## config.mk

```make
export PLATFORM = sky130hd
export DESIGN_NAME = asfc_top
export DESIGN_NICKNAME = d
export VERILOG_FILES = /design/src/verilog/asfc_pkg.sv /design/src/verilog/asfc_sync.sv /design/src/verilog/asfc_top.sv
export SDC_FILE = /design/constraint.sdc
export NUM_CORES = 1
export LEC_CHECK = 0
export ABC_CLOCK_PERIOD_IN_PS = 13100
export BUFFER_PORTS_ARGS = -buffer_cell sky130_fd_sc_hd__buf_2
export CAP_MARGIN = 20
export CORE_ASPECT_RATIO = 0.9
export CORE_UTILIZATION = 50
export CTS_CLUSTER_DIAMETER = 40
export DETAILED_ROUTE_END_ITERATION = 16
export PLACE_DENSITY = 0.73
export SYNTH_ARGS = -nofsm -noshare
export SYNTH_HDL_FRONTEND = slang
export SYNTH_HIERARCHICAL = 1
export SYNTH_SLANG_ARGS = --single-unit
export TNS_END_PERCENT = 1
```

## constraint.sdc

```tcl
create_clock -name clk_in -period 13.1 [get_ports clk_in]
set_input_delay 0 -clock clk_in [delete_from_list [all_inputs] [get_ports clk_in]]
set_output_delay 0 -clock clk_in [all_outputs]
set_load 0.05 [all_outputs]
```

## src/verilog/asfc_pkg.sv

```systemverilog
// package for the serial audio format control block: register map, field positions, reset values
// assumes a single 250 MHz core clock and an outside bit clock and frame clock
package asfc_pkg;
  // register offsets, reset values and write masks
  localparam logic [7:0] ASFC_ROUTE_OFS = 8'h18;
  localparam logic [7:0] ASFC_FMT_OFS = 8'h19;
  localparam logic [7:0] ASFC_STAT_OFS = 8'h1F;
  localparam logic [15:0] ASFC_ROUTE_RST = 16'h0050;
  localparam logic [15:0] ASFC_FMT_RST = 16'h000A;
  localparam logic [15:0] ASFC_ROUTE_MASK = 16'h00F0;
  localparam logic [15:0] ASFC_FMT_MASK = 16'h3D9F;
  // routing register fields
  localparam int ASFC_TXL_POS = 7;
  localparam int ASFC_TXR_POS = 6;
  localparam int ASFC_RXL_POS = 5;
  localparam int ASFC_RXR_POS = 4;
  // format register fields
  localparam int ASFC_RXTDM_POS = 13;
  localparam int ASFC_RXSEL_POS = 12;
  localparam int ASFC_TXTDM_POS = 11;
  localparam int ASFC_TXSEL_POS = 10;
  localparam int ASFC_HIZ_POS = 8;
  localparam int ASFC_BINV_POS = 7;
  localparam int ASFC_FINV_POS = 4;
  localparam int ASFC_WL_POS = 2;
  localparam int ASFC_FMT_POS = 0;
  // status register fields
  localparam int ASFC_LOCK_POS = 15;
  // frame formats
  localparam logic [1:0] ASFC_FMT_RJ = 2'h0;
  localparam logic [1:0] ASFC_FMT_LJ = 2'h1;
  localparam logic [1:0] ASFC_FMT_I2S = 2'h2;
  localparam logic [1:0] ASFC_FMT_DSP = 2'h3;
  // sample width of the converter core; wider words carry undriven tail bits
  localparam int ASFC_DATA_W = 24;
  localparam int ASFC_CNT_W = 11;

  // word length code to bit count
  function automatic int asfc_wl_bits(input logic [1:0] code);
    case (code)
      2'h0: return 16;
      2'h1: return 20;
      2'h2: return 24;
      default: return 32;
    endcase
  endfunction : asfc_wl_bits
endpackage : asfc_pkg

```

## src/verilog/asfc_sync.sv

```systemverilog
// two-flop synchroniser for the serial bus pins
// assumes inputs are asynchronous to clk_in; the first stage feeds only the second
module asfc_sync #(
  parameter int W = 3
) (
  input wire logic clk_in,
  input wire logic resetn_in,
  input wire logic ce_in,
  input wire logic [W-1:0] d_in,
  output logic [W-1:0] q_out
);
  typedef struct packed {
    logic [W-1:0] meta;
    logic [W-1:0] sync;
  } asfc_sync_t;
  asfc_sync_t r_reg;
  asfc_sync_t r_next;

  // shift one stage per enabled cycle
  always_comb begin
    r_next = r_reg;
    if (ce_in) begin
      r_next.meta = d_in;
      r_next.sync = r_reg.meta;
    end
  end

  always_ff @(posedge clk_in or negedge resetn_in) begin
    if (!resetn_in) begin
      r_reg <= '0;
    end else begin
      r_reg <= r_next;
    end
  end

  assign q_out = r_reg.sync;
endmodule : asfc_sync

```

## src/verilog/asfc_top.sv

```systemverilog
// serial audio format control: register port, frame tracking, transmit and receive word paths
// assumes slave clocks from outside; microphone words and register port are on clk_in
module asfc_top (
  input wire logic clk_in,
  input wire logic resetn_in,
  input wire logic ce_in,
  input wire logic [7:0] addr_in,
  input wire logic [15:0] wdata_in,
  input wire logic wr_in,
  input wire logic rd_in,
  output logic [15:0] rdata_out,
  input wire logic bit_clock_in,
  input wire logic frame_clock_in,
  input wire logic serial_data_in,
  output logic serial_data_out,
  output logic serial_data_oe_out,
  input wire logic [asfc_pkg::ASFC_DATA_W-1:0] digital_microphone_left_in,
  input wire logic [asfc_pkg::ASFC_DATA_W-1:0] digital_microphone_right_in,
  output logic [asfc_pkg::ASFC_DATA_W-1:0] dac_left_out,
  output logic [asfc_pkg::ASFC_DATA_W-1:0] dac_right_out,
  output logic dac_valid_out
);
  import asfc_pkg::*;

  typedef struct packed {
    logic [15:0] s0;
    logic [15:0] s1;
    logic [15:0] a1;
    logic bclk_prev;
    logic frame_clock_short;
    logic [ASFC_CNT_W-1:0] cnt;
    logic [ASFC_CNT_W-1:0] half;
    logic locked;
    logic [ASFC_DATA_W-1:0] txl_w;
    logic [ASFC_DATA_W-1:0] txr_w;
    logic [ASFC_DATA_W-1:0] acc;
    logic [ASFC_DATA_W-1:0] rxl_w;
    logic [ASFC_DATA_W-1:0] rxr_w;
    logic [ASFC_DATA_W-1:0] dac_l;
    logic [ASFC_DATA_W-1:0] dac_r;
    logic dac_v;
    logic sdo;
    logic drive;
    logic oe;
    logic [15:0] rdata;
  } asfc_state_t;

  asfc_state_t r_reg;
  asfc_state_t r_next;
  logic [2:0] pins_sync;
  logic bclk_eff;
  logic rise;
  logic fall;
  logic fstart;
  logic cnt_clr;
  logic left_now;
  logic [7:0] tx_dec;
  logic [7:0] rx_dec;

  // pin synchroniser: bit clock, frame clock and serial input
  asfc_sync #(.W(3)) u_sync (
    .clk_in(clk_in),
    .resetn_in(resetn_in),
    .ce_in(ce_in),
    .d_in({bit_clock_in, frame_clock_in, serial_data_in}),
    .q_out(pins_sync)
  );

  // left phase of the frame clock for a given config; DSP has no phases
  function automatic logic is_left(input logic frame_clock_short, input logic [15:0] c1);
    logic lvl;
    lvl = frame_clock_short ^ (c1[ASFC_FINV_POS] & (c1[ASFC_FMT_POS+:2] != ASFC_FMT_DSP));
    return (c1[ASFC_FMT_POS+:2] == ASFC_FMT_I2S) ? ~lvl : lvl;
  endfunction : is_left

  // position p (rising edges since frame clock transition) to {hit, right, bit index}
  function automatic logic [7:0] slot_decode(input logic [ASFC_CNT_W:0] p, input logic [15:0] c1,
                                            input logic [ASFC_CNT_W-1:0] half, input logic tdm,
                                            input logic sel, input logic left);
    int wl;
    int nch;
    int base;
    int j;
    logic dsp;
    logic [7:0] res;
    wl = asfc_wl_bits(c1[ASFC_WL_POS+:2]);
    dsp = (c1[ASFC_FMT_POS+:2] == ASFC_FMT_DSP);
    nch = dsp ? 2 : 1;
    res = 8'h00;
    case (c1[ASFC_FMT_POS+:2])
      ASFC_FMT_LJ: base = 1;
      ASFC_FMT_I2S: base = 2;
      ASFC_FMT_DSP: base = c1[ASFC_FINV_POS] ? 1 : 2;
      default: base = int'(half) - (tdm ? 2 : 1) * nch * wl + 1;
    endcase
    j = int'(p) - base - ((tdm && sel) ? nch * wl : 0);
    if (j >= 0 && j < nch * wl) begin
      res[7] = 1'b1;
      res[6] = dsp ? (j >= wl) : ~left;
      res[5:0] = 6'((dsp && j >= wl) ? j - wl : j);
    end
    return res;
  endfunction : slot_decode

  // edges of the effective bit clock; polarity comes from the active config
  assign bclk_eff = pins_sync[2] ^ r_reg.a1[ASFC_BINV_POS];
  assign rise = bclk_eff & ~r_reg.bclk_prev;
  assign fall = ~bclk_eff & r_reg.bclk_prev;
  assign left_now = is_left(pins_sync[1], r_reg.a1);
  // frame start: DSP on frame clock rise, other formats on entry to the left phase
  assign fstart = fall & ((r_reg.a1[ASFC_FMT_POS+:2] == ASFC_FMT_DSP) ? (pins_sync[1] & ~r_reg.frame_clock_short)
                                                                     : ((pins_sync[1] != r_reg.frame_clock_short) & left_now));
  assign cnt_clr = fall & ((r_reg.a1[ASFC_FMT_POS+:2] == ASFC_FMT_DSP) ? fstart : (pins_sync[1] != r_reg.frame_clock_short));
  // transmit looks at the coming edge with the config that will then be active
  assign tx_dec = slot_decode(cnt_clr ? 12'h001 : {1'b0, r_reg.cnt} + 12'h001, fstart ? r_reg.s1 : r_reg.a1,
                              cnt_clr ? r_reg.cnt : r_reg.half,
                              (fstart ? r_reg.s1[ASFC_TXTDM_POS] : r_reg.a1[ASFC_TXTDM_POS]),
                              (fstart ? r_reg.s1[ASFC_TXSEL_POS] : r_reg.a1[ASFC_TXSEL_POS]),
                              is_left(pins_sync[1], fstart ? r_reg.s1 : r_reg.a1));
  assign rx_dec = slot_decode({1'b0, r_reg.cnt} + 12'h001, r_reg.a1, r_reg.half, r_reg.a1[ASFC_RXTDM_POS],
                              r_reg.a1[ASFC_RXSEL_POS], is_left(r_reg.frame_clock_short, r_reg.a1));

  // next-state logic for the whole block
  always_comb begin
    logic [ASFC_DATA_W-1:0] txl;
    logic [ASFC_DATA_W-1:0] txr;
    logic [ASFC_DATA_W-1:0] accv;
    logic [5:0] kb;
    logic [5:0] wlm1;
    r_next = r_reg;
    txl = r_reg.txl_w;
    txr = r_reg.txr_w;
    accv = r_reg.acc;
    kb = 6'h00;
    wlm1 = 6'(asfc_wl_bits(r_reg.a1[ASFC_WL_POS+:2]) - 1);
    if (ce_in) begin
      r_next.dac_v = 1'b0;
      r_next.bclk_prev = bclk_eff;
      // register port: writes store the shadow copy, reads answer next cycle only
      r_next.rdata = 16'h0000;
      if (wr_in && addr_in == ASFC_ROUTE_OFS) begin
        r_next.s0 = wdata_in & ASFC_ROUTE_MASK;
      end
      if (wr_in && addr_in == ASFC_FMT_OFS) begin
        r_next.s1 = wdata_in & ASFC_FMT_MASK;
      end
      if (rd_in) begin
        case (addr_in)
          ASFC_ROUTE_OFS: r_next.rdata = r_reg.s0;
          ASFC_FMT_OFS: r_next.rdata = r_reg.s1;
          ASFC_STAT_OFS: r_next.rdata = {r_reg.locked, 4'h0, r_reg.half};
          default: r_next.rdata = 16'h0000;
        endcase
      end
      // frame start: adopt new settings, pick up mic words, hand last frame to the DAC
      if (fstart) begin
        r_next.a1 = r_reg.s1;
        r_next.locked = 1'b1;
        txl = r_reg.s0[ASFC_TXL_POS] ? digital_microphone_right_in : digital_microphone_left_in;
        txr = r_reg.s0[ASFC_TXR_POS] ? digital_microphone_right_in : digital_microphone_left_in;
        r_next.txl_w = txl;
        r_next.txr_w = txr;
        r_next.dac_l = r_reg.s0[ASFC_RXL_POS] ? r_reg.rxr_w : r_reg.rxl_w;
        r_next.dac_r = r_reg.s0[ASFC_RXR_POS] ? r_reg.rxr_w : r_reg.rxl_w;
        r_next.dac_v = 1'b1;
      end
      // falling edge: track frame clock, set up the data bit for the next rising edge
      if (fall) begin
        r_next.frame_clock_short = pins_sync[1];
        if (cnt_clr) begin
          r_next.half = r_reg.cnt;
          r_next.cnt = '0;
        end
        kb = tx_dec[5:0];
        r_next.drive = tx_dec[7] && kb < 6'(ASFC_DATA_W);
        r_next.sdo = r_next.drive ? (tx_dec[6] ? txr[5'(ASFC_DATA_W - 1) - 5'(kb)]
                                               : txl[5'(ASFC_DATA_W - 1) - 5'(kb)]) : 1'b0;
        // normal mode drives idle bits low; slot mode floats outside the word
        if (!(fstart ? r_reg.s1[ASFC_TXTDM_POS] : r_reg.a1[ASFC_TXTDM_POS])) begin
          r_next.drive = ~(tx_dec[7] && kb >= 6'(ASFC_DATA_W));
        end
      end
      // rising edge: count and sample the serial input into the accumulator
      if (rise) begin
        if (r_reg.cnt != '1) begin
          r_next.cnt = r_reg.cnt + 11'h001;
        end
        if (rx_dec[7]) begin
          kb = rx_dec[5:0];
          if (kb == 6'h00) begin
            accv = '0;
          end
          if (kb < 6'(ASFC_DATA_W)) begin
            accv[5'(ASFC_DATA_W - 1) - 5'(kb)] = pins_sync[0];
          end
          r_next.acc = accv;
          // a 32-bit word is complete at its last kept bit; its tail may spill past the next frame clock edge
          if (kb == wlm1 || kb == 6'(ASFC_DATA_W - 1)) begin
            if (rx_dec[6]) begin
              r_next.rxr_w = accv;
            end else begin
              r_next.rxl_w = accv;
            end
          end
        end
      end
      // tri-state acts at once and overrides every other enable
      r_next.oe = r_next.drive & ~r_reg.s1[ASFC_HIZ_POS];
    end
  end

  always_ff @(posedge clk_in or negedge resetn_in) begin
    if (!resetn_in) begin
      r_reg <= '0;
      r_reg.s0 <= ASFC_ROUTE_RST;
      r_reg.s1 <= ASFC_FMT_RST;
      r_reg.a1 <= ASFC_FMT_RST;
    end else begin
      r_reg <= r_next;
    end
  end

  assign rdata_out = r_reg.rdata;
  assign serial_data_out = r_reg.sdo;
  assign serial_data_oe_out = r_reg.oe;
  assign dac_left_out = r_reg.dac_l;
  assign dac_right_out = r_reg.dac_r;
  assign dac_valid_out = r_reg.dac_v;

  // checks
  property p_hiz;
    @(posedge clk_in) disable iff (!resetn_in)
      (ce_in && r_reg.s1[ASFC_HIZ_POS]) |=> !serial_data_oe_out;
  endproperty
  a_hiz: assert property (p_hiz) else $error("data pin driven while tri-state set");

  property p_txl_src;
    @(posedge clk_in) disable iff (!resetn_in)
      (ce_in && fstart && !r_reg.s0[ASFC_TXL_POS]) |=> r_reg.txl_w == $past(digital_microphone_left_in);
  endproperty
  a_txl_src: assert property (p_txl_src) else $error("left transmit word has wrong source");

  property p_txr_src;
    @(posedge clk_in) disable iff (!resetn_in)
      (ce_in && fstart && r_reg.s0[ASFC_TXR_POS]) |=> r_reg.txr_w == $past(digital_microphone_right_in);
  endproperty
  a_txr_src: assert property (p_txr_src) else $error("right transmit word has wrong source");

  property p_dacl_src;
    @(posedge clk_in) disable iff (!resetn_in)
      (ce_in && fstart && r_reg.s0[ASFC_RXL_POS]) |=> dac_valid_out && dac_left_out == $past(r_reg.rxr_w);
  endproperty
  a_dacl_src: assert property (p_dacl_src) else $error("left dac word has wrong source");

  property p_dacr_src;
    @(posedge clk_in) disable iff (!resetn_in)
      (ce_in && fstart && !r_reg.s0[ASFC_RXR_POS]) |=> dac_right_out == $past(r_reg.rxl_w);
  endproperty
  a_dacr_src: assert property (p_dacr_src) else $error("right dac word has wrong source");

  property p_cfg_hold;
    @(posedge clk_in) disable iff (!resetn_in)
      !fstart |=> $stable(r_reg.a1);
  endproperty
  a_cfg_hold: assert property (p_cfg_hold) else $error("active format changed outside frame start");

  property p_slot_float;
    @(posedge clk_in) disable iff (!resetn_in)
      (ce_in && fall && !fstart && r_reg.a1[ASFC_TXTDM_POS] && !tx_dec[7]) |=> ##1 !serial_data_oe_out;
  endproperty
  a_slot_float: assert property (p_slot_float) else $error("data pin driven outside own slot");

  property p_tail_float;
    @(posedge clk_in) disable iff (!resetn_in)
      (ce_in && fall && tx_dec[7] && tx_dec[5:0] >= 6'(ASFC_DATA_W)) |=> ##1 !serial_data_oe_out;
  endproperty
  a_tail_float: assert property (p_tail_float) else $error("32-bit tail bits driven");

  c_frame: cover property (@(posedge clk_in) disable iff (!resetn_in) fstart ##[1:200] fstart);
  c_dac: cover property (@(posedge clk_in) disable iff (!resetn_in) dac_valid_out);
  c_slot: cover property (@(posedge clk_in) disable iff (!resetn_in)
    r_reg.a1[ASFC_TXTDM_POS] && serial_data_oe_out);
endmodule : asfc_top
```

; ---- Word level (Yosys, flattened, before mapping)
; Cells that the tools add are included.
; Widths: inputs -> output; s select.
[totals]
output_inout_bits = 67
wordCells = 184
input_bits = 80
reg_bits = 245
[classes]
mux = 60
add_sub_neg = 15
n_lt_le_gt_ge = 12
bitwise_logic = 24
n_eq_ne = 20
multipliers = 6
n_reduce_logical = 24
[op_table]
columns = operator, n
row1 = $mux 24, 13
row2 = $pmux 32 s3, 2
row3 = $add 32x2->32 const B, 2
row4 = $ge 32x1->1 const B, 2
row5 = $ge 32x7->1, 2
row6 = $lt 32x32->1, 2
row7 = $mul 3x32->32, 2
row8 = $mul 5x32->32, 2
row9 = $mux 32, 2
row10 = $sub 12x32->32, 2
row11 = $sub 13x32->32, 2
row12 = $sub 32x32->32, 2
row13 = $pmux 16 s3, 1
row14 = $mux 22, 2
row15 = $pmux 6 s3, 2
row16 = $mux 11, 3
row17 = $bwmux 24, 1
row18 = $eq 8x5->1 const B, 3
row19 = $mux 1, 16
row20 = $mux 16, 1
row21 = $mux 2, 8
row22 = $mux 8, 2
row23 = $add 11x1->12 const B, 1
row24 = $eq 2x2->1 const B, 6
row25 = 31 further kinds, 80

; ---- Depth between registers and ports, before layout
; Gate-level depths: netlist of run 1.
[depth]
ltp_word = 30
mapped_depth = 52
depth_no_buf = 50

; ---- Modules after synthesis
; Netlist of run 1, hierarchy kept.
[by_module_without_submodules]
columns = module, cells_each, instances, seq_area_each_um2, area_each_um2
row1 = asfc_top, 2331, 1, 5938.2, 20314.5
row2 = asfc_sync, 16, 1, 150.1, 274.0

; ---- Least setup slack after synthesis of run 1
; Ideal clock, no wire load.
[synth_timing]
kind = reg2reg
start = register u_sync.r_reg (netlist bit u_sync/q_out[1])
end = register r_reg (netlist bit serial_data_oe_out)
period_less_slack_ns = 10.692
t_arrival_ns = 10.566
path_stages_with_launch = 51
path_slack_ns = 2.408
required_time_ns = 12.974
setup_ns = 0.126
path_buffers = 3
path_cell_list = dfrtp_1 buf_4 ha_1 a21oi_1 o211ai_2 a211oi_1 mux2i_1 or2_2 clkbuf_1 inv_1 nand2_1 nor2_1 fa_1 ha_1 inv_1 fa_1 inv_1 fa_1 [15 not listed] a21o_1 a211oi_1 mux2i_1 mux2i_1 or4_1 nor4_2 nand4_2 or3b_1 a21oi_4 nor2_1 a21oi_1 inv_1 nor3_1 ha_1 inv_1 o41ai_2 o2111a_1 o41ai_1
[synth_via]
elab_chain_len = 27
word_cells_on_any_way = 52
classes_between = 5 x add/sub / 3 x mul / 5 x order compare / 6 x eq/ne / 19 x mux / 8 x bitwise / 6 x reduce/logical
[synth_rtl]
columns = item, line
row1 = "start, declared", asfc_sync.sv:16  ; asfc_sync_t r_reg;
row2 = "start signal, assigned", asfc_sync.sv:32  ; r_reg <= r_next;
row3 = $xor 1x1->1, asfc_top.sv:72  ; lvl = frame_clock_short ^ (c1[ASFC_FINV_POS] & (c1[ASFC_FMT_POS+:2] != ASFC_FMT_DSP));
row4 = $not 1->1, asfc_top.sv:73  ; return (c1[ASFC_FMT_POS+:2] == ASFC_FMT_I2S) ? ~lvl : lvl;
row5 = $mux 1, asfc_top.sv:73
row6 = $and 1x1->1, asfc_top.sv:112  ; : ((pins_sync[1] != r_reg.frame_clock_short) & left_now));
row7 = $mux 1, asfc_top.sv:111  ; assign fstart = fall & ((r_reg.a1[ASFC_FMT_POS+:2] == ASFC_FMT_DSP) ? (pins_sync[1] & ~r_reg.frame_clock_short ...
row8 = $and 1x1->1, asfc_top.sv:111
row9 = $mux 5, n/a
row10 = $eq 2x2->1, "asfc_top.sv:87, asfc_top.sv:90"
row11 = [11 not listed], n/a
row12 = $mux 8, asfc_top.sv:97  ; if (j >= 0 && j < nch * wl) begin
row13 = $ge 6x5->1, asfc_top.sv:180  ; r_next.drive = ~(tx_dec[7] && kb >= 6'(ASFC_DATA_W));
row14 = $logic_and 1x1->1, asfc_top.sv:180
row15 = $not 1->1, asfc_top.sv:180
row16 = $mux 1 *, asfc_top.sv:179  ; if (!(fstart ? r_reg.s1[ASFC_TXTDM_POS] : r_reg.a1[ASFC_TXTDM_POS])) begin
row17 = $mux 2 *, asfc_top.sv:168  ; if (fall) begin
row18 = $mux 2 *, asfc_top.sv:136  ; if (ce_in) begin
row19 = $and 1x1->1 *, asfc_top.sv:208  ; r_next.oe = r_next.drive & ~r_reg.s1[ASFC_HIZ_POS];
row20 = "end signal, assigned", asfc_top.sv:219  ; r_reg <= r_next;
row21 = "end, declared", asfc_top.sv:48  ; asfc_state_t r_reg;
; Every way passes the cells marked *; elsewhere a longest branch is shown, timed or not. The select of a mux whose other input is x is not followed.
; A chain may end at the register's enable or synchronous reset.

; ---- Worst setup path after layout of run 1
[layout_timing]
start = register r_reg[211] in the netlist's numbering
end = register r_reg (netlist bit serial_data_oe_out)
[layout_via]
elab_chain_len = 25
word_cells_on_any_way = 50
classes_between = 5 x add/sub / 3 x mul / 5 x order compare / 6 x eq/ne / 18 x mux / 7 x bitwise / 6 x reduce/logical
[layout_rtl]
columns = item, line
row1 = $ne 1x1->1 or $not 1->1 (tied branches), "asfc_top.sv:112, asfc_top.sv:113, asfc_top.sv:111"
row2 = $and 1x1->1 (on tied branches), "asfc_top.sv:112, asfc_top.sv:111"
row3 = $mux 1, asfc_top.sv:111
row4 = $and 1x1->1, asfc_top.sv:111
row5 = $mux 5, n/a
row6 = $eq 2x2->1, "asfc_top.sv:87, asfc_top.sv:90"
row7 = $mux 2, asfc_top.sv:88  ; nch = dsp ? 2 : 1;
row8 = $mul 2x2->4, asfc_top.sv:94  ; default: base = int'(half) - (tdm ? 2 : 1) * nch * wl + 1;
row9 = [9 not listed], n/a
row10 = $mux 8, asfc_top.sv:97
row11 = $ge 6x5->1, asfc_top.sv:180
row12 = $logic_and 1x1->1, asfc_top.sv:180
row13 = $not 1->1, asfc_top.sv:180
row14 = $mux 1 *, asfc_top.sv:179
row15 = $mux 2 *, asfc_top.sv:168
row16 = $mux 2 *, asfc_top.sv:136
row17 = $and 1x1->1 *, asfc_top.sv:208
; Marks and branches as above.

==> impl_metrics.csv, run 1 <==
group,metric,value,unit
sta,hold_viol,0,
yosys,synth.distinct_cells,99,
routing,wl_per_cell,19.1,µm
yosys,post_synth_mux_area_share,13.3,%
layout,mostFrequentLayoutCell,"sky130_fd_sc_hd__nand2_1",
yosys,asyncSetResetFlopFracSynth,100,%
routing,drt_first_pass_iters,6,
clocking,tritoncts_clock_tree,"built",
layout,ff_latch_area,6090,µm²
layout,post_route_cells_drive_above_1_share,14.2,%
placement,dp_hpwl,41300,µm
critical_path,worst_path_dominant_cell_family,"adder cells",
clocking,htree_levels,2,
layout,layoutNonFillerInstCount,3019,
yosys,yosys.area_share.xor_xnor,2.33,%
hold_path,worst_hold_path.num_cells,5,
yosys,syn-mean-instance-area,8.77,µm²
floorplan,fp-row-count,70,
floorplan,floorplan.die_area,42000,µm²
layout,largest_register_ffs,171,
placement,numPortBuffers,142,
hold_path,min_to,"rdata_out[7]$_DFFE_PN0P_",
sta,final.period_utilization,89.4,%
yosys,yosysWarningCount,6,
critical_path,worst_r2r_path_depth,46,
run_status,run_status,"finished clean",
critical_path,critical_path.slowest_cell,"sky130_fd_sc_hd__ha_1",
routing,route.vias.total,18037,
clocking,clock_tree.buffer_depth,3,
yosys,share_of_synthesized_area_occupied_by_flip_flops_and_latches,29.6,%
global_routing,grt_pass1_wl,92300,µm
sta,setup_tns_final,0,ps
critical_path,wp_data_required,13480,ps
floorplan,area_of_the_core,40600,µm²
layout,fillers,3501,
layout,area_taken_by_multi_input_logic_gates,13000,µm²
critical_path,max_stage_delay,640,ps
sta,clock-skew-final,37.6,ps
sta,fmax,85.3,MHz
sta,period_needed,11720,ps
clocking,cts_post_setup_buffers_inserted,0,
layout,final_nets,2719,
floorplan,die-height,195,µm
yosys,synth-compound-area-share,18.7,%
critical_path,worst-path-buf-inv,8,
clocking,cts.sink_count,243,
routing,vias_per_cell,5.97,
clocking,root_buffer,"sky130_fd_sc_hd__clkbuf_16",
yosys,synth_top_family_by_area,"compound AO/OA/AOI/OAI gates",
hold_path,worst_hold_launch,"addr_in[2]",
clocking,clock_latency_at_the_later_pin_of_the_worst_skew_pair,530,ps
sta,finalSetupViolCount,0,
sta,rsz_0062_raised_after_global_routing,"false",
global_routing,global_route.usage.total,26.9,%
critical_path,cp_max_fo,70,
critical_path,worstReg2RegEnd,"serial_data_oe_out$_DFFE_PN0P_",
flow_run,cap_violations,0,
sta,final_max_slew_viol_count,0,
yosys,yosys_most_used_dff,"sky130_fd_sc_hd__dfrtp_1",
critical_path,r2r-start,"r_reg[211]$_DFFE_PN0P_",
placement,gpl.final_weighted_congestion,0.919,
layout,area_delta_synth_final,13.3,%
floorplan,initial_core_utilization,50.7,%
global_routing,grt_start_max_net_pins,134,
global_routing,first_global_vias,17870,
sta,tightest_slew,1030,ps
yosys,flop_and_latch_count_out_of_synthesis,243,
routing,antenna_violating_nets_post_route,0,
critical_path,ff2ff_setup_slack,1380,ps
critical_path,cp_data_arrival_time,12100,ps
yosys,synth_edf_count,0,
clocking,cts_inserted_buffers,34,
yosys,yosys.area_share.simple,15.8,%
sta,timing.slew.headroom,31.4,%
floorplan,pin_count,147,
critical_path,path_class,"reg2reg",
yosys,synth_cells,2347,
critical_path,cp_common_cell,"sky130_fd_sc_hd__inv_1",
critical_path,worst_setup_path_start_kind,"register",
routing,drt_iter0_markers,1657,
layout,layout.cells.most_common_list,"sky130_fd_sc_hd__nand2_1, sky130_fd_sc_hd__dfrtp_1, sky130_fd_sc_hd__o21ai_0",
global_routing,grt_antenna_before_repair,1,
hold_path,hold_class,"in2reg",
floorplan,chipWidth,216,µm
yosys,adder_cell_share_of_the_synthesized_area,12.8,%
placement,dpl.cell_count,2862,
routing,drt-total-wl,57600,µm
yosys,syn-cell-area,20600,µm²
critical_path,worst_setup_path_end_kind,"register",
global_routing,grt_overflow,0,
clocking,clock_edge_transition_at_the_registers_on_the_reported_setup_and_hold_paths,60,ps
routing,number_of_drc_violations_after_detailed_routing,0,
==> worst max-delay path by stage <==
stage / from / end / depth (start not counted)
2_1_floorplan: u_sync/q_out[1]$_DFFE_PN0P_ / serial_data_oe_out$_DFFE_PN0P_ / 50
3_3_place_gp: u_sync/q_out[1]$_DFFE_PN0P_ / serial_data_oe_out$_DFFE_PN0P_ / 47
3_5_place_dp: r_reg[211]$_DFFE_PN0P_ / serial_data_oe_out$_DFFE_PN0P_ / 48
4_1_cts: u_sync/q_out[1]$_DFFE_PN0P_ / serial_data_oe_out$_DFFE_PN0P_ / 47
5_1_grt: u_sync/q_out[1]$_DFFE_PN0P_ / serial_data_oe_out$_DFFE_PN0P_ / 44
6_report: r_reg[211]$_DFFE_PN0P_ / serial_data_oe_out$_DFFE_PN0P_ / 46
==> logic make-up after synthesis <==
| group | Yosys count |
|---|---|
| compound gates | 586 |
| xor+xnor | 54 |
| fa+ha+maj | 186 |
| buf+inv | 339 |
| flops | 243 |
| mux | 254 |
| other cells | 2 |
| simple gates | 683 |
==> Yosys cell counts (21+ instances only) <==
library cell | n | area [µm²]
sky130_fd_sc_hd__a21oi_1 | 101 | 505
sky130_fd_sc_hd__dfrtp_1 | 237 | 5930
sky130_fd_sc_hd__o211ai_1 | 22 | 165
sky130_fd_sc_hd__mux2_1 | 22 | 248
sky130_fd_sc_hd__mux2_2 | 89 | 1000
sky130_fd_sc_hd__and2_1 | 30 | 188
sky130_fd_sc_hd__a21o_1 | 26 | 195
sky130_fd_sc_hd__ha_1 | 146 | 1830
sky130_fd_sc_hd__inv_1 | 153 | 574
sky130_fd_sc_hd__o21ai_0 | 208 | 1040
sky130_fd_sc_hd__mux2i_1 | 135 | 1350
sky130_fd_sc_hd__nand2_1 | 279 | 1050
sky130_fd_sc_hd__xnor2_1 | 32 | 280
sky130_fd_sc_hd__buf_4 | 70 | 526
sky130_fd_sc_hd__nand4_1 | 30 | 188
sky130_fd_sc_hd__nand2b_1 | 32 | 200
sky130_fd_sc_hd__xor2_1 | 21 | 184
sky130_fd_sc_hd__a211oi_1 | 24 | 180
sky130_fd_sc_hd__fa_1 | 40 | 801
sky130_fd_sc_hd__nand3_1 | 39 | 195
sky130_fd_sc_hd__nor2_1 | 130 | 488
sky130_fd_sc_hd__o21a_1 | 24 | 180
sky130_fd_sc_hd__clkbuf_1 | 97 | 364
sky130_fd_sc_hd__nor3_1 | 35 | 175
==> timing repair <==
action,in CTS,in global routing
resized for setup,0,0
hold endpoints to repair,166,0
endpoints found under the setup margin,0,0
hold buffers,91,0
==> tightest hold or removal path, stage by stage <==
cell,delay (ps)
sky130_fd_sc_hd__buf_2,100
sky130_fd_sc_hd__or3_1,170
sky130_fd_sc_hd__nor2_1,70
sky130_fd_sc_hd__a21oi_1,130
sky130_fd_sc_hd__o2bb2ai_1,80
==> through the flow <==
step | area, µm² | setup slack, ps | utilization, % | hold slack, ps
after floorplan | 20600 | 2410 | - | -296
after global placement | 21100 | 1630 | 52.0 | 77.8
after detailed placement | 21100 | 1430 | 52.0 | 75.0
after CTS | 23200 | 1380 | 57.2 | 29.8
after global routing | 23300 | 544 | 57.4 | 61.8
final | 23300 | 1380 | 57.4 | 57.5
==> per-layer routing <==
layer	routed length [µm]	GRT usage, %
met5	0	0
met4	1730	8.82
met3	3190	4.30
met2	27600	45.4
met1	25100	35.1
==> cell type report <==
class / instances / area share, %
flip-flops and latches: 243 / 26.1
well taps: 540 / 2.90
multi-input cells: 1766 / 55.6
diodes: 1 / 0.0107
clock buffers: 43 / 3.97
inverters: 157 / 2.53
clock inverters: 18 / 1.12
repair buffers: 251 / 7.77
Power of run 1 is not shown: default switching activity piles up to over one toggle a cycle in this logic, so the estimate is an artifact.
==> run 2, diff against run 1 <==
- ABC_AREA: unset -> 1
==> run 2 against run 1 <==
Register-to-register slack got worse by 110 ps. Fmax shrank 0.96%. First-iteration DRC count up 22%. Clock skew down 7.5 ps. Synthesized cell count increased by 37%. Design area is 2.8% higher. Global-route usage is 0.97 points higher. Core utilization shrank 0.064 points. Synthesized area rose by 3.2%. Die area is 3.2% higher. Via count rose by 16%. Flip-flop and latch count did not move.
==> impl_metrics.csv, run 2 <==
group,metric,value,unit
run_status,run_status,"finished clean",
floorplan,floorplan.die_area,43300,µm²
yosys,synth_edf_count,0,
routing,drt_first_pass_iters,6,
critical_path,cp_data_arrival_time,12250,ps
critical_path,cp_max_fo,29,
routing,route.vias.total,20947,
yosys,post-synth-top-area-cell,"sky130_fd_sc_hd__dfrtp_1",
clocking,clock_tree.buffer_depth,3,
critical_path,setup.worst_path.start,"u_sync/q_out[1]$_DFFE_PN0P_",
sta,rsz_0062_raised_after_global_routing,"false",
floorplan,area_of_the_core,41800,µm²
clocking,cts_inserted_buffers,36,
clocking,clock_latency_at_the_later_pin_of_the_worst_skew_pair,530,ps
layout,layout.cells.most_common_list,"sky130_fd_sc_hd__nand2_1, sky130_fd_sc_hd__inv_1, sky130_fd_sc_hd__o21ai_0",
routing,wl_per_cell,15.3,µm
floorplan,pin_count,147,
placement,dp_hpwl,44800,µm
layout,final_nets,3604,
layout,largest_register_ffs,171,
routing,antenna_violating_nets_post_route,0,
clocking,clock_edge_transition_at_the_registers_on_the_reported_setup_and_hold_paths,60,ps
global_routing,grt_overflow,0,
layout,area_delta_synth_final,12.8,%
critical_path,path_class,"reg2reg",
clocking,root_buffer,"sky130_fd_sc_hd__clkbuf_16",
sta,tightest_slew,1030,ps
clocking,cts.sink_count,243,
sta,setup_tns_final,0,ps
global_routing,grt_pass1_wl,97900,µm
yosys,synth_cells,3217,
layout,post_route_cells_drive_above_1_share,9.43,%
clocking,htree_levels,2,
sta,clock-skew-final,30.1,ps
global_routing,grt_antenna_before_repair,3,
critical_path,wp_data_required,13520,ps
floorplan,initial_core_utilization,50.8,%
yosys,asyncSetResetFlopFracSynth,100,%
routing,drt_iter0_markers,2018,
floorplan,die-height,198,µm
placement,numPortBuffers,142,
global_routing,first_global_vias,19468,
sta,hold_viol,0,
floorplan,chipWidth,219,µm
yosys,synth_top_cell_area_share,27.9,%
routing,number_of_drc_violations_after_detailed_routing,0,
yosys,synth.distinct_cells,55,
routing,vias_per_cell,5.35,
critical_path,worst_setup_path_start_kind,"register",
global_routing,global_route.usage.total,27.9,%
routing,drt-total-wl,59800,µm
layout,fillers,3829,
layout,mostFrequentLayoutCell,"sky130_fd_sc_hd__nand2_1",
yosys,flop_and_latch_count_out_of_synthesis,243,
yosys,synth_most_common_cell,"sky130_fd_sc_hd__nand2_1",
yosys,largest_cells_by_area_after_synthesis,"sky130_fd_sc_hd__dfrtp_1, sky130_fd_sc_hd__nand2_1, sky130_fd_sc_hd__inv_1, sky130_fd_sc_hd__ha_1, sky130_fd_sc_hd__o21ai_0",
floorplan,fp-row-count,71,
sta,period_needed,11830,ps
sta,timing.slew.headroom,31.6,%
flow_run,cap_violations,0,
yosys,synth.top_cells.by_count,"sky130_fd_sc_hd__nand2_1, sky130_fd_sc_hd__inv_1, sky130_fd_sc_hd__o21ai_0",
clocking,tritoncts_clock_tree,"built",
clocking,hold_buffers,92,
critical_path,r2r-start,"u_sync/q_out[1]$_DFFE_PN0P_",
global_routing,grt_start_max_net_pins,132,
clocking,cts.repair.resized,0,
sta,final.period_utilization,90.3,%
placement,gpl.final_weighted_congestion,0.952,
yosys,yosysWarningCount,6,
yosys,yosys_most_used_dff,"sky130_fd_sc_hd__dfrtp_1",
critical_path,max_stage_delay,610,ps
critical_path,critical_path.slowest_cell,"sky130_fd_sc_hd__o21ai_0",
clocking,cts_post_setup_buffers_inserted,0,
critical_path,cp_common_cell,"sky130_fd_sc_hd__nand2_1",
sta,finalSetupViolCount,0,
sta,final_max_slew_viol_count,0,
yosys,syn-cell-area,21300,µm²
yosys,share_of_synthesized_area_occupied_by_flip_flops_and_latches,28.6,%
hold_path,hold_class,"in2reg",
sta,fmax,84.5,MHz
yosys,syn-mean-instance-area,6.61,µm²
critical_path,worst_setup_path_end_kind,"register",
hold_path,worst_hold_launch,"digital_microphone_left_in[8]",
==> run 2: cell types whose count changed after synthesis, moves of 22 or more <==
cell and change:
sky130_fd_sc_hd__mux2i_1 -131, sky130_fd_sc_hd__xnor2_1 -22, sky130_fd_sc_hd__nand3_1 +151, sky130_fd_sc_hd__inv_1 +338, sky130_fd_sc_hd__mux2_2 -89, sky130_fd_sc_hd__mux2_1 -22, sky130_fd_sc_hd__a211oi_1 -23, sky130_fd_sc_hd__o21ai_0 +145
sky130_fd_sc_hd__and2_1 -26, sky130_fd_sc_hd__nand2b_1 -32, sky130_fd_sc_hd__nand2_1 +686, sky130_fd_sc_hd__a21o_1 -26, sky130_fd_sc_hd__nor2_1 +109
==> run 2: cells by family (layout without fill, tap and decap cells) <==
| logic type | Yosys count | after routing | share of synthesized area, % |
|---|---|---|---|
| and+or+nand+nor | 1555 | 1555 | 31.0 |
| AOI/OAI and AO/OA | 520 | 520 | 12.9 |
| xor gates and xnor gates | 37 | 37 | 1.52 |
| other | 2 | 8 | 0.0353 |
| adders and majority gates | 186 | 186 | 12.4 |
| buffers and inverters | 670 | 815 | 13.4 |
| DFF | 243 | 243 | 28.6 |
| muxes | 4 | 4 | 0.188 |
==> run 2: final cells by class <==
cell class	instances	area, µm²	area share, %
Multi-Input combinational cell	2305	12300	51.5
Sequential cell	243	6090	25.4
Tap cell	547	684	2.85
Inverter	503	1890	7.88
Antenna cell	5	12.5	0.0522
Clock buffer	44	981	4.09
Clock inverter	19	205	0.856
Timing Repair Buffer	249	1780	7.42
==> run 2: worst max-delay path: cells and delay by family (launching register included) <==
kind	cells	cell delay (ps)
DFF	1	440
and+or+nand+nor	27	4330
AOI/OAI and AO/OA	8	2120
buffers and inverters	12	2290
adders and majority gates	7	2520
==> run 2: stage by stage <==
stage	hold WS (ps)	utilization, %	area [µm²]	instances	setup slack (ps)
detailed placement	112	52.2	21800	3754	1610
global route	40.7	57.3	24000	3912	283
global placement	105	52.2	21800	3754	1760
floorplan	-296	-	21300	3218	4350
CTS	2.00	57.2	24000	3909	1560
finish	17.4	57.3	24000	3915	1270
==> run 2: layer usage <==
layer | routed length, µm | part of all wire [%] | up-vias | global-route usage [%]
met4 | 1210 | 2.0 | 0 | 6.82
met3 | 5070 | 8.5 | 94 | 4.53
met1 | 28100 | 47 | 9741 | 41.2
met2 | 25400 | 43 | 759 | 42.1
li1 | - | - | 10353 | -
met5 | 0 | 0 | - | 0
==> run 2: path summary, 6_finish.rpt <==
check	endpoint	slack [ps]	cells past startpoint
hold reg to reg	serial_data_oe_out$_DFFE_PN0P_	420	1
min in group asynchronous	r_reg[170]$_DFFE_PN0P_	70	2
setup / recovery	serial_data_out$_DFFE_PN0P_	1270	54
max in group asynchronous	dac_right_out[22]$_DFFE_PN0P_	11810	3
hold / removal	r_reg[172]$_DFFE_PN0P_	20	5
setup reg to reg	serial_data_out$_DFFE_PN0P_	1270	54
Power of run 2 is left out for the same reason.
==> run 3, diff against run 2 <==
- ABC_AREA: 1 -> unset
- PLACE_DENSITY: 0.73 -> 0.75
==> run 3 against run 2 <==
Worst setup slack lost 100 ps. Routed wire length fell by 3.7%. Cell count is 23% lower. Die area shrank 3.1%. Sequential share of layout area increased by 1.0 points. Non-clock buffer count grew 7. Flip-flop and latch count unchanged. Register-to-register slack lost 100 ps. Clock skew fell by 1.7 ps.
==> impl_metrics.csv, run 3 (synthesized netlist as in run 1, its figures left out) <==
group,metric,value,unit
run_status,run_status,"finished clean",
critical_path,cp_data_arrival_time,12350,ps
critical_path,setup.worst_path.start,"r_reg[220]$_DFFE_PN0P_",
floorplan,chipWidth,216,µm
critical_path,critical_path.slowest_cell,"sky130_fd_sc_hd__o211a_1",
clocking,clock_edge_transition_at_the_registers_on_the_reported_setup_and_hold_paths,70,ps
floorplan,area_of_the_core,40600,µm²
floorplan,floorplan.die_area,42000,µm²
clocking,clock_tree.buffer_depth,3,
global_routing,first_global_vias,17678,
critical_path,path_class,"reg2reg",
routing,antenna_violating_nets_post_route,0,
global_routing,global_route.usage.total,26.9,%
critical_path,worst_setup_path_start_kind,"register",
critical_path,cp_max_fo,21,
routing,drt-total-wl,57600,µm
clocking,cts.repair.resized,0,
sta,finalSetupViolCount,0,
sta,final.period_utilization,91.1,%
critical_path,worst_setup_path_end_kind,"register",
layout,mostFrequentLayoutCell,"sky130_fd_sc_hd__nand2_1",
placement,gpl.final_weighted_congestion,0.913,
clocking,cts_inserted_buffers,28,
layout,post_route_cells_drive_above_1_share,13.9,%
clocking,clock_latency_at_the_later_pin_of_the_worst_skew_pair,560,ps
flow_run,cap_violations,0,
layout,largest_register_ffs,171,
placement,numPortBuffers,142,
sta,fmax,83.8,MHz
global_routing,grt_start_max_net_pins,119,
sta,hold_viol,0,
routing,drt_first_pass_iters,6,
critical_path,max_stage_delay,670,ps
layout,area_delta_synth_final,11.9,%
floorplan,pin_count,147,
layout,ff_latch_area,6090,µm²
layout,fillers,3455,
floorplan,initial_core_utilization,50.7,%
routing,vias_per_cell,6.01,
routing,number_of_drc_violations_after_detailed_routing,0,
sta,rsz_0062_raised_after_global_routing,"false",
layout,antennaDiodeCount,0,
floorplan,fp-row-count,70,
critical_path,r2r-start,"r_reg[220]$_DFFE_PN0P_",
sta,clock-skew-final,28.4,ps
placement,dp_hpwl,41300,µm
clocking,cts.sink_count,243,
sta,tightest_slew,1040,ps
sta,period_needed,11940,ps
layout,layout.cells.most_common_list,"sky130_fd_sc_hd__nand2_1, sky130_fd_sc_hd__dfrtp_1, sky130_fd_sc_hd__o21ai_0",
critical_path,cp_common_cell,"sky130_fd_sc_hd__inv_1",
layout,final_nets,2718,
sta,timing.slew.headroom,30.5,%
sta,final_max_slew_viol_count,0,
routing,wl_per_cell,19.1,µm
floorplan,die-height,195,µm
global_routing,grt_pass1_wl,92600,µm
hold_path,hold_class,"in2async",
layout,area_taken_by_multi_input_logic_gates,13000,µm²
sta,setup_tns_final,0,ps
routing,route.vias.total,18110,
clocking,tritoncts_clock_tree,"built",
clocking,htree_levels,1,
clocking,root_buffer,"sky130_fd_sc_hd__clkbuf_16",
global_routing,grt_antenna_before_repair,0,
global_routing,grt_overflow,0,
critical_path,wp_data_required,13510,ps
routing,drt_iter0_markers,1596,
[run 3: timing repair]
item                                   in CTS  in global routing
buffers inserted                            0                  0
endpoints found under the hold margin     161                  0
hold buffers                               96                  0
[run 3: critical path: cells and delay by family, from the launching register on]
kind	cells	cell delay, ps
fa+ha+maj	7	2890
compound gates	12	2900
simple gates	15	3860
flops	1	400
buf+inv	7	570
mux	1	570
xor+xnor	1	600
[run 3: area by class of cell]
cell class | count | area share [%]
repair buffers | 256 | 7.99
flip-flops and latches | 243 | 26.4
clock buffers | 34 | 3.32
inverters | 157 | 2.56
clock inverters | 16 | 0.532
multi-input cells | 1766 | 56.3
well taps | 540 | 2.93
[run 3: final timing paths]
kind / endpoint / slack (ps) / cells after the start
setup / recovery: serial_data_oe_out$_DFFE_PN0P_ / 1160 / 43
hold / removal: r_reg[164]$_DFFE_PN0P_ / 30 / 2
setup reg to reg: serial_data_oe_out$_DFFE_PN0P_ / 1160 / 43
hold reg to reg: dac_left_out[17]$_DFFE_PN0P_ / 470 / 2
max in group asynchronous: r_reg[230]$_DFFE_PN1P_ / 10960 / 5
min in group clk_in: r_reg[251]$_DFFE_PN1P_ / 80 / 3
[run 3: per-stage QoR]
step / instance area (µm²) / util [%] / std cells / hold WS (ps) / setup slack [ps]
6_report: 23000 / 56.7 / 3012 / 27.2 / 1160
5_1_grt: 23000 / 56.7 / 3012 / 67.0 / 107
4_1_cts: 23000 / 56.6 / 3008 / 50.8 / 1200
3_5_place_dp: 21100 / 52.0 / 2862 / 56.3 / 1280
3_3_place_gp: 21100 / 52.0 / 2861 / 72.7 / 1560
2_1_floorplan: 20600 / - / 2348 / -296 / 2410
[run 3: metal layers]
layer / vias up / global-route usage, % / share of wire, %
met4: 0 / 8.53 / 3.2
met2: 624 / 44.4 / 47
li1: 8509 / - / -
met3: 130 / 2.82 / 5.1
met5: - / 0 / 0
met1: 8847 / 36.9 / 45
Power of run 3 is left out for the same reason.
